===== src/lcc_pkg.sv =====
// Package: register map, field positions, reset values and timing for the lead-on/calibration block
package lcc_pkg;
   localparam int unsigned ADDR_W = 8;
   localparam int unsigned DATA_W = 8;

   // Register addresses
   localparam logic [7:0] ADDR_STATUS = 8'h01;
   localparam logic [7:0] ADDR_CHAN_EN = 8'h20;
   localparam logic [7:0] ADDR_DRIVE_MAG = 8'h22;
   localparam logic [7:0] ADDR_DRIVE_CTRL = 8'h25;
   localparam logic [7:0] ADDR_DEMOD_PHASE = 8'h28;
   localparam logic [7:0] ADDR_CAL_MUX = 8'h41;
   localparam logic [7:0] ADDR_IRQ_MASK = 8'h81;
   localparam logic [7:0] ADDR_LON_CTRL = 8'h90;

   // Field positions
   localparam int unsigned BIT_LEAD_ON = 7;
   localparam int unsigned BIT_INPHASE_EN = 0;
   localparam int unsigned BIT_QUAD_EN = 1;
   localparam int unsigned BIT_VDRV_LO = 4;
   localparam int unsigned BIT_IDRV_LO = 2;
   localparam int unsigned BIT_LOAD_SHORT = 5;
   localparam int unsigned BIT_QUAD_PHASE = 3;
   localparam int unsigned BIT_INPHASE_PHASE = 2;
   localparam int unsigned BIT_CAL_EN = 0;
   localparam int unsigned BIT_INPUT_MUX_ENABLE = 1;
   localparam int unsigned BIT_LON_DET_EN = 0;

   // Reset values
   localparam logic [7:0] RST_REG = 8'h00;

   // Lead-on persistence time
   localparam int unsigned CLK_FREQ_HZ = 125_000_000;
   localparam int unsigned LON_PERSIST_MS = 128;
   localparam int unsigned LON_PERSIST_CYC = CLK_FREQ_HZ / 1000 * LON_PERSIST_MS;
endpackage


===== src/lcc_top.sv =====
// Lead-on detector filtering, calibration control registers and interrupt
//
// Chosen here: the plain strobed port and the placing of the registers.
`timescale 1ns/100ps
`default_nettype none
module lcc_top
   import lcc_pkg::*;
#(
   parameter int unsigned PERSIST_CYC = lcc_pkg::LON_PERSIST_CYC
) (
   // Clock and reset
   input wire logic mclk_in,
   input wire logic sys_rst_in,
   // Register port
   input wire logic [lcc_pkg::ADDR_W-1:0] reg_addr_in,
   input wire logic [lcc_pkg::DATA_W-1:0] reg_wdata_in,
   input wire logic reg_wr_in,
   input wire logic reg_rd_in,
   output logic [lcc_pkg::DATA_W-1:0] reg_rdata_out,
   // Analog comparator, high while the positive input is below threshold
   input wire logic lead_on_cmp_in,
   // Analog controls
   output logic lon_detect_en_out,
   output logic inphase_channel_enable_out,
   output logic quadrature_channel_enable_out,
   output logic [1:0] voltage_drive_magnitude_out,
   output logic [1:0] current_drive_range_out,
   output logic load_short_enable_out,
   output logic quad_demod_phase_select_out,
   output logic inphase_demod_phase_select_out,
   output logic input_mux_enable_out,
   output logic cal_enable_out,
   // Interrupt
   output logic irq_out
);
   import lcc_pkg::*;

   logic [7:0] chan_en_ff;
   logic [7:0] drive_mag_ff;
   logic [7:0] drive_ctrl_ff;
   logic [7:0] phase_ff;
   logic [7:0] cal_mux_ff;
   logic [7:0] irq_mask_ff;
   logic [7:0] lon_ctrl_ff;
   logic lead_on_status_ff;
   logic [7:0] rdata_ff;
   logic irq_ff;
   logic cmp_meta_ff;
   logic cmp_sync_ff;
   logic lon_held;
   logic lon_held_d_ff;

   // Comparator crosses in from the analog domain
   always_ff @(posedge mclk_in) begin
      if (sys_rst_in) begin
         cmp_meta_ff <= 1'b0;
         cmp_sync_ff <= 1'b0;
      end else begin
         cmp_meta_ff <= lead_on_cmp_in;
         cmp_sync_ff <= cmp_meta_ff;
      end
   end

   wire lon_enabled = lon_ctrl_ff[BIT_LON_DET_EN];
   wire cmp_level = cmp_sync_ff && lon_enabled;

   lcc_persist_timer #(
      .COUNT(PERSIST_CYC),
      .CNT_W(32)
   ) u_persist (
      .mclk_in(mclk_in),
      .sys_rst_in(sys_rst_in),
      .level_in(cmp_level),
      .held_out(lon_held)
   );

   always_ff @(posedge mclk_in) begin
      if (sys_rst_in) begin
         lon_held_d_ff <= 1'b0;
      end else begin
         lon_held_d_ff <= lon_held;
      end
   end
   wire lon_event = lon_held && !lon_held_d_ff;

   // Address decode
   wire sel_status = (reg_addr_in == ADDR_STATUS);
   wire sel_chan = (reg_addr_in == ADDR_CHAN_EN);
   wire sel_mag = (reg_addr_in == ADDR_DRIVE_MAG);
   wire sel_ctrl = (reg_addr_in == ADDR_DRIVE_CTRL);
   wire sel_phase = (reg_addr_in == ADDR_DEMOD_PHASE);
   wire sel_cal = (reg_addr_in == ADDR_CAL_MUX);
   wire sel_mask = (reg_addr_in == ADDR_IRQ_MASK);
   wire sel_lon = (reg_addr_in == ADDR_LON_CTRL);
   wire status_rd = reg_rd_in && sel_status;

   // Writable fields only; others read zero
   wire [7:0] chan_wmask = 8'h03;
   wire [7:0] mag_wmask = 8'h3C;
   wire [7:0] ctrl_wmask = 8'h20;
   wire [7:0] phase_wmask = 8'h0C;
   wire [7:0] cal_wmask = 8'h03;
   wire [7:0] mask_wmask = 8'h80;
   wire [7:0] lon_wmask = 8'h01;

   always_ff @(posedge mclk_in) begin
      if (sys_rst_in) begin
         chan_en_ff <= RST_REG;
         drive_mag_ff <= RST_REG;
         drive_ctrl_ff <= RST_REG;
         phase_ff <= RST_REG;
         cal_mux_ff <= RST_REG;
         irq_mask_ff <= RST_REG;
         lon_ctrl_ff <= RST_REG;
      end else if (reg_wr_in) begin
         if (sel_chan) chan_en_ff <= reg_wdata_in & chan_wmask;
         if (sel_mag) drive_mag_ff <= reg_wdata_in & mag_wmask;
         if (sel_ctrl) drive_ctrl_ff <= reg_wdata_in & ctrl_wmask;
         if (sel_phase) phase_ff <= reg_wdata_in & phase_wmask;
         if (sel_cal) cal_mux_ff <= reg_wdata_in & cal_wmask;
         if (sel_mask) irq_mask_ff <= reg_wdata_in & mask_wmask;
         if (sel_lon) lon_ctrl_ff <= reg_wdata_in & lon_wmask;
      end
   end

   // clear on read, a new event wins
   wire nxt_status = lon_event | (lead_on_status_ff & !status_rd);
   wire [7:0] status_word = {lead_on_status_ff, 7'b000_0000};

   assign reg_rdata_out = rdata_ff;
   wire [7:0] nxt_rdata =
      sel_status ? status_word :
      sel_chan ? chan_en_ff :
      sel_mag ? drive_mag_ff :
      sel_ctrl ? drive_ctrl_ff :
      sel_phase ? phase_ff :
      sel_cal ? cal_mux_ff :
      sel_mask ? irq_mask_ff :
      sel_lon ? lon_ctrl_ff : 8'h00;

   wire nxt_irq = nxt_status && irq_mask_ff[BIT_LEAD_ON];

   always_ff @(posedge mclk_in) begin
      if (sys_rst_in) begin
         lead_on_status_ff <= 1'b0;
         rdata_ff <= 8'h00;
         irq_ff <= 1'b0;
      end else begin
         lead_on_status_ff <= nxt_status;
         rdata_ff <= reg_rd_in ? nxt_rdata : 8'h00;
         irq_ff <= nxt_irq;
      end
   end
   assign irq_out = irq_ff;

   // Analog controls come straight from registers
   assign lon_detect_en_out = lon_ctrl_ff[BIT_LON_DET_EN];
   assign inphase_channel_enable_out = chan_en_ff[BIT_INPHASE_EN];
   assign quadrature_channel_enable_out = chan_en_ff[BIT_QUAD_EN];
   assign voltage_drive_magnitude_out = drive_mag_ff[BIT_VDRV_LO +: 2];
   assign current_drive_range_out = drive_mag_ff[BIT_IDRV_LO +: 2];
   assign load_short_enable_out = drive_ctrl_ff[BIT_LOAD_SHORT];
   assign quad_demod_phase_select_out = phase_ff[BIT_QUAD_PHASE];
   assign inphase_demod_phase_select_out = phase_ff[BIT_INPHASE_PHASE];
   assign input_mux_enable_out = cal_mux_ff[BIT_INPUT_MUX_ENABLE];
   assign cal_enable_out = cal_mux_ff[BIT_CAL_EN];

   // Helper: cycles the comparator has held
   logic [31:0] hold_cnt_ff;
   always_ff @(posedge mclk_in) begin
      if (sys_rst_in || !cmp_level) begin
         hold_cnt_ff <= '0;
      end else if (hold_cnt_ff != 32'hFFFF_FFFF) begin
         hold_cnt_ff <= hold_cnt_ff + 1'b1;
      end
   end

   a_status_after_hold: assert property (@(posedge mclk_in) disable iff (sys_rst_in)
      $rose(lead_on_status_ff) |-> hold_cnt_ff >= 32'(PERSIST_CYC))
      else $error("lead-on set before persistence time");
   a_timer_restart: assert property (@(posedge mclk_in) disable iff (sys_rst_in)
      !cmp_level |=> !lon_held) else $error("timer not restarted");
   a_irq_masked: assert property (@(posedge mclk_in) disable iff (sys_rst_in)
      irq_out |-> $past(irq_mask_ff[BIT_LEAD_ON])) else $error("irq while masked");
   a_irq_follows: assert property (@(posedge mclk_in) disable iff (sys_rst_in)
      irq_out == (lead_on_status_ff && $past(irq_mask_ff[BIT_LEAD_ON])))
      else $error("irq mismatch");
   a_read_clears: assert property (@(posedge mclk_in) disable iff (sys_rst_in)
      status_rd && !lon_event |=> !lead_on_status_ff) else $error("status not cleared");
   a_event_sets: assert property (@(posedge mclk_in) disable iff (sys_rst_in)
      lon_event |=> lead_on_status_ff
      && (!$past(status_rd) || reg_rdata_out[7] == $past(lead_on_status_ff)))
      else $error("event lost");
   a_short_write: assert property (@(posedge mclk_in) disable iff (sys_rst_in)
      reg_wr_in && sel_ctrl |=> load_short_enable_out == $past(reg_wdata_in[BIT_LOAD_SHORT]))
      else $error("load short not written");
   a_chan_write: assert property (@(posedge mclk_in) disable iff (sys_rst_in)
      reg_wr_in && sel_chan |=> inphase_channel_enable_out == $past(reg_wdata_in[0])
      && quadrature_channel_enable_out == $past(reg_wdata_in[1]))
      else $error("channel enables not written");
   a_phase_write: assert property (@(posedge mclk_in) disable iff (sys_rst_in)
      reg_wr_in && sel_phase |=> quad_demod_phase_select_out == $past(reg_wdata_in[3])
      && inphase_demod_phase_select_out == $past(reg_wdata_in[2]))
      else $error("phase selects not written");

   c_lead_on: cover property (@(posedge mclk_in) $rose(lead_on_status_ff));
   c_irq: cover property (@(posedge mclk_in) $rose(irq_out));
   c_clear: cover property (@(posedge mclk_in) status_rd && lead_on_status_ff);
   c_cal_phase: cover property (@(posedge mclk_in)
      quad_demod_phase_select_out && load_short_enable_out == 1'b0);
endmodule
`default_nettype wire


===== src/lcc_persist_timer.sv =====
// Persistence timer: flags a level that has held for a given number of clock cycles
`timescale 1ns/100ps
`default_nettype none
module lcc_persist_timer #(
   parameter int unsigned COUNT = 16,
   parameter int unsigned CNT_W = 32
) (
   // Clock and reset
   input wire logic mclk_in,
   input wire logic sys_rst_in,
   // Level in, qualified level out
   input wire logic level_in,
   output logic held_out
);
   logic [CNT_W-1:0] cnt_ff;
   logic [CNT_W-1:0] nxt_cnt;
   logic held_ff;
   wire at_end = (cnt_ff >= CNT_W'(COUNT - 1));

   assign nxt_cnt = !level_in ? '0 : (at_end ? cnt_ff : cnt_ff + 1'b1);

   always_ff @(posedge mclk_in) begin
      if (sys_rst_in) begin
         cnt_ff <= '0;
         held_ff <= 1'b0;
      end else begin
         cnt_ff <= nxt_cnt;
         held_ff <= level_in && at_end;
      end
   end
   assign held_out = held_ff;

   a_held_needs_level: assert property (@(posedge mclk_in) disable iff (sys_rst_in)
      held_out |-> $past(level_in)) else $error("held without level");
endmodule
`default_nettype wire


===== config.mk =====
export PLATFORM = sky130hd
export DESIGN_NAME = lcc_top
export DESIGN_NICKNAME = d
export VERILOG_FILES = /design/src/lcc_pkg.sv /design/src/lcc_top.sv /design/src/lcc_persist_timer.sv
export SDC_FILE = /design/constraint.sdc
export NUM_CORES = 1
export LEC_CHECK = 0
export BUFFER_PORTS_ARGS = -buffer_cell sky130_fd_sc_hd__buf_4
export CAP_MARGIN = 20
export CELL_PAD_IN_SITES_DETAIL_PLACEMENT = 1
export CELL_PAD_IN_SITES_GLOBAL_PLACEMENT = 2
export CORE_ASPECT_RATIO = 0.9
export CORE_MARGIN = 5
export CORE_UTILIZATION = 34
export DETAILED_ROUTE_END_ITERATION = 10
export HOLD_SLACK_MARGIN = 0.03
export PLACE_DENSITY = 0.77
export RECOVER_POWER = 25
export REMOVE_ABC_BUFFERS = 1
export SYNTH_ARGS = -nofsm -noshare
export SYNTH_HDL_FRONTEND = slang
export SYNTH_SLANG_ARGS = --single-unit

===== constraint.sdc =====
create_clock -name mclk_in -period 2.8 [get_ports mclk_in]
set_clock_uncertainty 0.15 [all_clocks]
set_input_delay 0.14 -clock mclk_in [delete_from_list [all_inputs] [get_ports mclk_in]]
set_output_delay 0.14 -clock mclk_in [all_outputs]
set_load 0.05 [all_outputs]

# ---- After elaboration in Yosys (flattened, before gate mapping)
# Index checks and enable logic that the tools add are counted.
# Widths: inputs -> output; s select.
dict set report op_classes {
  add_sub_neg 1
  eq_ne 8
  n_reduce_logical 17
  n_bitwise 4
  magnitude_cmp 1
  mux 8
}
# cell n
set op_table {}
lappend op_table {{$mux 8} 7}
lappend op_table {{$add 32x1->32 const B} 1}
lappend op_table {{$eq 8x6->1 const B} 4}
lappend op_table {{$ge 32x24->1 const B} 1}
lappend op_table {{$eq 8x8->1 const B} 2}
lappend op_table {{$reduce_and 2->1} 7}
lappend op_table {{$eq 8x1->1 const B} 1}
lappend op_table {{$eq 8x7->1 const B} 1}
lappend op_table {{$logic_and 1x1->1} 5}
lappend op_table {{$reduce_or 2->1} 2}
lappend op_table {{$reduce_or 3->1} 1}
lappend op_table {{$logic_not 1->1} 2}
lappend op_table {{$not 1->1} 2}
lappend op_table {{$and 1x1->1} 1}
lappend op_table {{$mux 1} 1}
lappend op_table {{$or 1x1->1} 1}
dict set report totals {
  wordCells 55
  input_bits 21
  register_bits 59
}

# ---- Logic depth before layout (Yosys ltp)
dict set report logic_depth {
  ltp_word 9
  depth_mapped 7
  depth_no_buf 6
}

# ---- Hierarchy
# A second synthesis with hierarchy kept.
dict set report unflattened {
  cells_unflattened 293
  hier_area_um2 2741.4
}
# mod cells_per_inst seq_area_each_um2 area_each_um2 instances
set modules_own_cells {}
lappend modules_own_cells {lcc_persist_timer 180 660.6 1597.8 1}
lappend modules_own_cells {lcc_top 113 500.5 1143.6 1}

# ---- Worst setup path after synthesis
# OpenSTA, ideal clock, no wires.
dict set report synth_timing {
  path_kind {reg2reg}
  startpoint {register u_persist.cnt_ff[29]}
  endpoint {register u_persist.cnt_ff[20]}
  stages_incl_launch_ff 6
  path_buffers 0
  required_ns 2.591
  setup_slack_ns 0.829
  arrival_ns 1.762
  period_less_slack_ns 1.971
  cell_sequence {dfxtp_1 or4_4 nor4_4 nand2_1 or4_1 nand2_1}
}
dict set report synth_between {
  elab_chain_len 1
}
# item line_no
set synth_rtl {}
lappend synth_rtl {{from (decl)} lcc_persist_timer.sv:15} ;# logic [CNT_W-1:0] cnt_ff;
lappend synth_rtl {{from (signal assigned)} lcc_persist_timer.sv:27} ;# cnt_ff <= nxt_cnt;
lappend synth_rtl {{$ge 32x24->1} lcc_persist_timer.sv:18} ;# wire at_end = (cnt_ff >= CNT_W'(COUNT - 1));
# Every way passes these cells.
# A chain may end at the register's enable or synchronous reset.

# ---- Final worst setup path
dict set report layout_timing {
  startpoint {input reg_addr_in[4] in the netlist's numbering}
  endpoint {register cal_mux_ff[1]}
}
dict set report layout_between {
  elab_chain_len 2
}
# item line_no
set layout_rtl {}
lappend layout_rtl {{from (decl)} lcc_top.sv:15} ;# input wire logic [lcc_pkg::ADDR_W-1:0] reg_addr_in,
lappend layout_rtl {{$eq 8x7->1} lcc_top.sv:92} ;# wire sel_cal = (reg_addr_in == ADDR_CAL_MUX);
lappend layout_rtl {{$reduce_and 2->1 (no line)} n/a}
lappend layout_rtl {{to (signal assigned)} lcc_top.sv:120} ;# if (sel_cal) cal_mux_ff <= reg_wdata_in & cal_wmask;
lappend layout_rtl {{to (decl)} lcc_top.sv:42} ;# logic [7:0] cal_mux_ff;
# Every way passes these cells.

==> run_results.csv <==
group,metric,value,unit
layout,drive_gt1_share,15.0,%
die,die-area,0.00972,mm2
sta,rsz0062_at_grt,"false",
detailed_routing,drc_errors,0,
synth,synthArstFlopShare,0,%
die,row_count,30,
die,coreArea,0.00758,mm2
worst_setup_path,rrSetupSlack,0.46,ns
sta,fin_crit,2.66,ns
grt,track_usage,15.9,%
worst_setup_path,crit_arrival,2.80,ns
synth,synthAdderAreaFrac,0.469,%
clock_tree,cts-root-buf,"clkbuf_8",
grt,antenna_found_initial,0,
detailed_routing,routed_wl,7330,um
placement,place.gp.congestion,0.722,
grt,grt_overflow_total,0,
placement,dp_hpwl,5050,um
synth,synth_top_family_by_area,"simple AND/OR/NAND/NOR gates",
sta,tightest_slew,0.901,ns
sta,max_freq,375,MHz
worst_setup_path,start_kind,"primary input",
grt,grt_pass1_vias,2506,
power_and_ir_drop,ir_worst_vdd,0.250,mV
clock_tree,cts_inserted_buffers,9,
detailed_routing,first_pass_iters,4,
die,die_w,103,um
grt,grt_max_degree,24,
synth,synth_mux_area_share,3.38,%
layout,antenna_cells,0,
layout,syn2layout_area_growth,28.9,%
synth,synth_xor_area_share,0,%
grt,use_met2,25.2,%
detailed_routing,via_per_inst,5.33,
clock_tree,insertion_delay,0.34,ns
clock_tree,ctsHtreeMaxLevel,3,
synth,yosys.area.top_type,"dfxtp_1",
power_and_ir_drop,powerDensity,487,mW/mm2
layout,finish.utilization,45.3,%
die,die_h,94.0,um
grt,use_met3,4.01,%
synth,synthCells,302,
clock_tree,clk_pin_slew,0.07,ns
sta,hold_violations,0,
synth,ys.flop_type,"dfxtp_1",
sta,max_slew_margin,39.9,%
synth,synth-edff-count,0,
clock_tree,clockBufferDepth,2,
die,start_util,35.2,%
synth,netlist.area_leader.share,43.5,%
worst_setup_path,crit_type,"in -> reg",
synth,yosys.area_share.simple,35.7,%
worst_setup_path,crit_fanout,5,
synth,ys_types,54,
sta,timing.setup.tns,0,ns
synth,ys_seq_elements,58,
die,boundaryPins,42,
grt,met1_usage,20.9,%
power_and_ir_drop,leakage,1.28,nW
synth,synth-compound-area-share,14.2,%
power_and_ir_drop,total_power,1.67,mW
hold_path,min_path_type,"in -> reg",
synth,syn_avg_cell_area,8.83,um2
sta,drv_slew,0,
synth,synth.most_common_cell,"dfxtp_1",
detailed_routing,wl_per_cell,15.6,um
worst_setup_path,cp.required,2.93,ns
clock_tree,clock_sinks,58,
synth,synth_area_leaders,"dfxtp_1, a21oi_1, nand2_1, nand3_1, mux2i_1",
synth,synth_warnings,0,
detailed_routing,vias,2499,
placement,io_buffer_count,39,
synth,syn-cell-area,0.00267,mm2
synth,synth_common_cells,"dfxtp_1, nand2_1, a21oi_1, nand3_1, nor2_1",
status,status,"finished clean",
sta,finalSetupViolations,0,
detailed_routing,drtIter0Drc,70,
clock_tree,tritoncts,"yes",
synth,yosysSeqAreaShare,43.5,%
sta,min_period_over_period,95.2,%
detailed_routing,antenna_left,0,
grt,top_usage_layer,"met2",
grt,grt_pass1_wl,12200,um
layout,num-nets-final,391,
worst_setup_path,cp-end-kind,"flop",
run,maxCapViolations,0,
-- timing repair --
item	in CTS	in global routing
buffers inserted	0	0
hold endpoints to repair	19	0
hold buffers	26	0
gates resized for setup	0	1
setup endpoints to repair	0	1
-- worst max-delay path: stages --
cell and delay (ns):
buf_4 0.12, or4b_2 0.76, nor4_4 0.40, nand3_1 0.12, dlygate4sd3_1 0.57, a21oi_1 0.12
dlygate4sd3_1 0.57
-- metal layers --
metal | wire length [um] | vias to the layer above
met5 | 0 | -
met2 | 3550 | 32
met4 | 40 | 0
met1 | 3470 | 1219
met3 | 277 | 6
li1 | - | 1242
-- stage by stage --
step	area, um2	worst slack (ns)	cells	hold WS (ns)
after floorplan	2610	0.509	290	0.0591
after global placement	3040	0.588	428	0.207
after detailed placement	3040	0.479	428	0.209
after CTS	3500	0.0915	469	0.0440
after global routing	3440	0.110	469	0.0913
final	3440	0.135	469	0.0628
-- sequential cells by signal, summed over array words and instances, names as in the netlist --
register,cells
drive_mag_ff,4
u_persist.held_out,1
reg_rdata_out,7
cmp_meta_ff,1
irq_out,1
cmp_sync_ff,1
drive_ctrl_ff,1
lon_held_d_ff,1
lead_on_status_ff,1
cal_mux_ff,2
chan_en_ff,2
phase_ff,2
lon_ctrl_ff,1
irq_mask_ff,1
u_persist.cnt_ff,32
-- area by class of cell --
cell class | count | area [um2]
multi-input cells | 229 | 1450
inverters | 3 | 11.3
repair buffers | 68 | 508
clock buffers | 10 | 138
flip-flops and latches | 58 | 1160
clock inverters | 5 | 55.1
fillers | 928 | 4140
well taps | 96 | 120
-- path summary, 6_finish.rpt --
path,to,start,cells past startpoint
setup reg to reg,u_persist.cnt_ff[8],u_persist.cnt_ff[0],6
hold / removal,reg_rdata_out[7],reg_addr_in[7],4
hold reg to reg,reg_rdata_out[4],drive_mag_ff[4],2
setup / recovery,cal_mux_ff[1],reg_addr_in[4],7
-- cell families (layout without fill, tap and decap cells) --
group                    count (synthesis)  after routing
other                                    1              1
AND/OR/NAND/NOR                        160            160
buffers and inverters                   15             86
multiplexers                             9              9
AO/OA/AOI/OAI                           58             58
adder cells (fa/ha/maj)                  1              1
flip-flops                              58             58
-- power by group --
group          switching [mW]  internal, mW  total (mW)
logic                  0.0347        0.0391      0.0738
registers            0.000764         0.826       0.827
clock network           0.345         0.427       0.772
-- cells in the final DEF, fill, tap and decap left out, types with 2 or more instances in the layout --
cell type      netlist  routed
a21oi_1             25      25
a22oi_1              3       3
a32oi_1              2       2
and2_1              11      11
and3_1              10      10
and4_1               2       2
buf_4                3      24
clkbuf_1             7      18
clkbuf_8             0      10
clkinv_2             0       2
clkinvlp_4           0       2
dfxtp_1             58      58
dlygate4sd3_1        0      26
inv_1                3       3
mux2i_1              9       9
nand2_1             31      31
nand2b_1             7       7
nand3_1             23      23
nand4_1             10      10
nor2_1              22      22
nor2b_1              5       5
nor3_1               4       4
nor4_4               1       2
o211ai_1             6       6
o21a_1               2       2
o21ai_0              6       6
o31ai_1              5       5
or2_2                2       2
or3_1                5       5
or4_1               10      10
or4_4                2       2
or4b_2               2       2
Power figures use the tool's default switching activity.
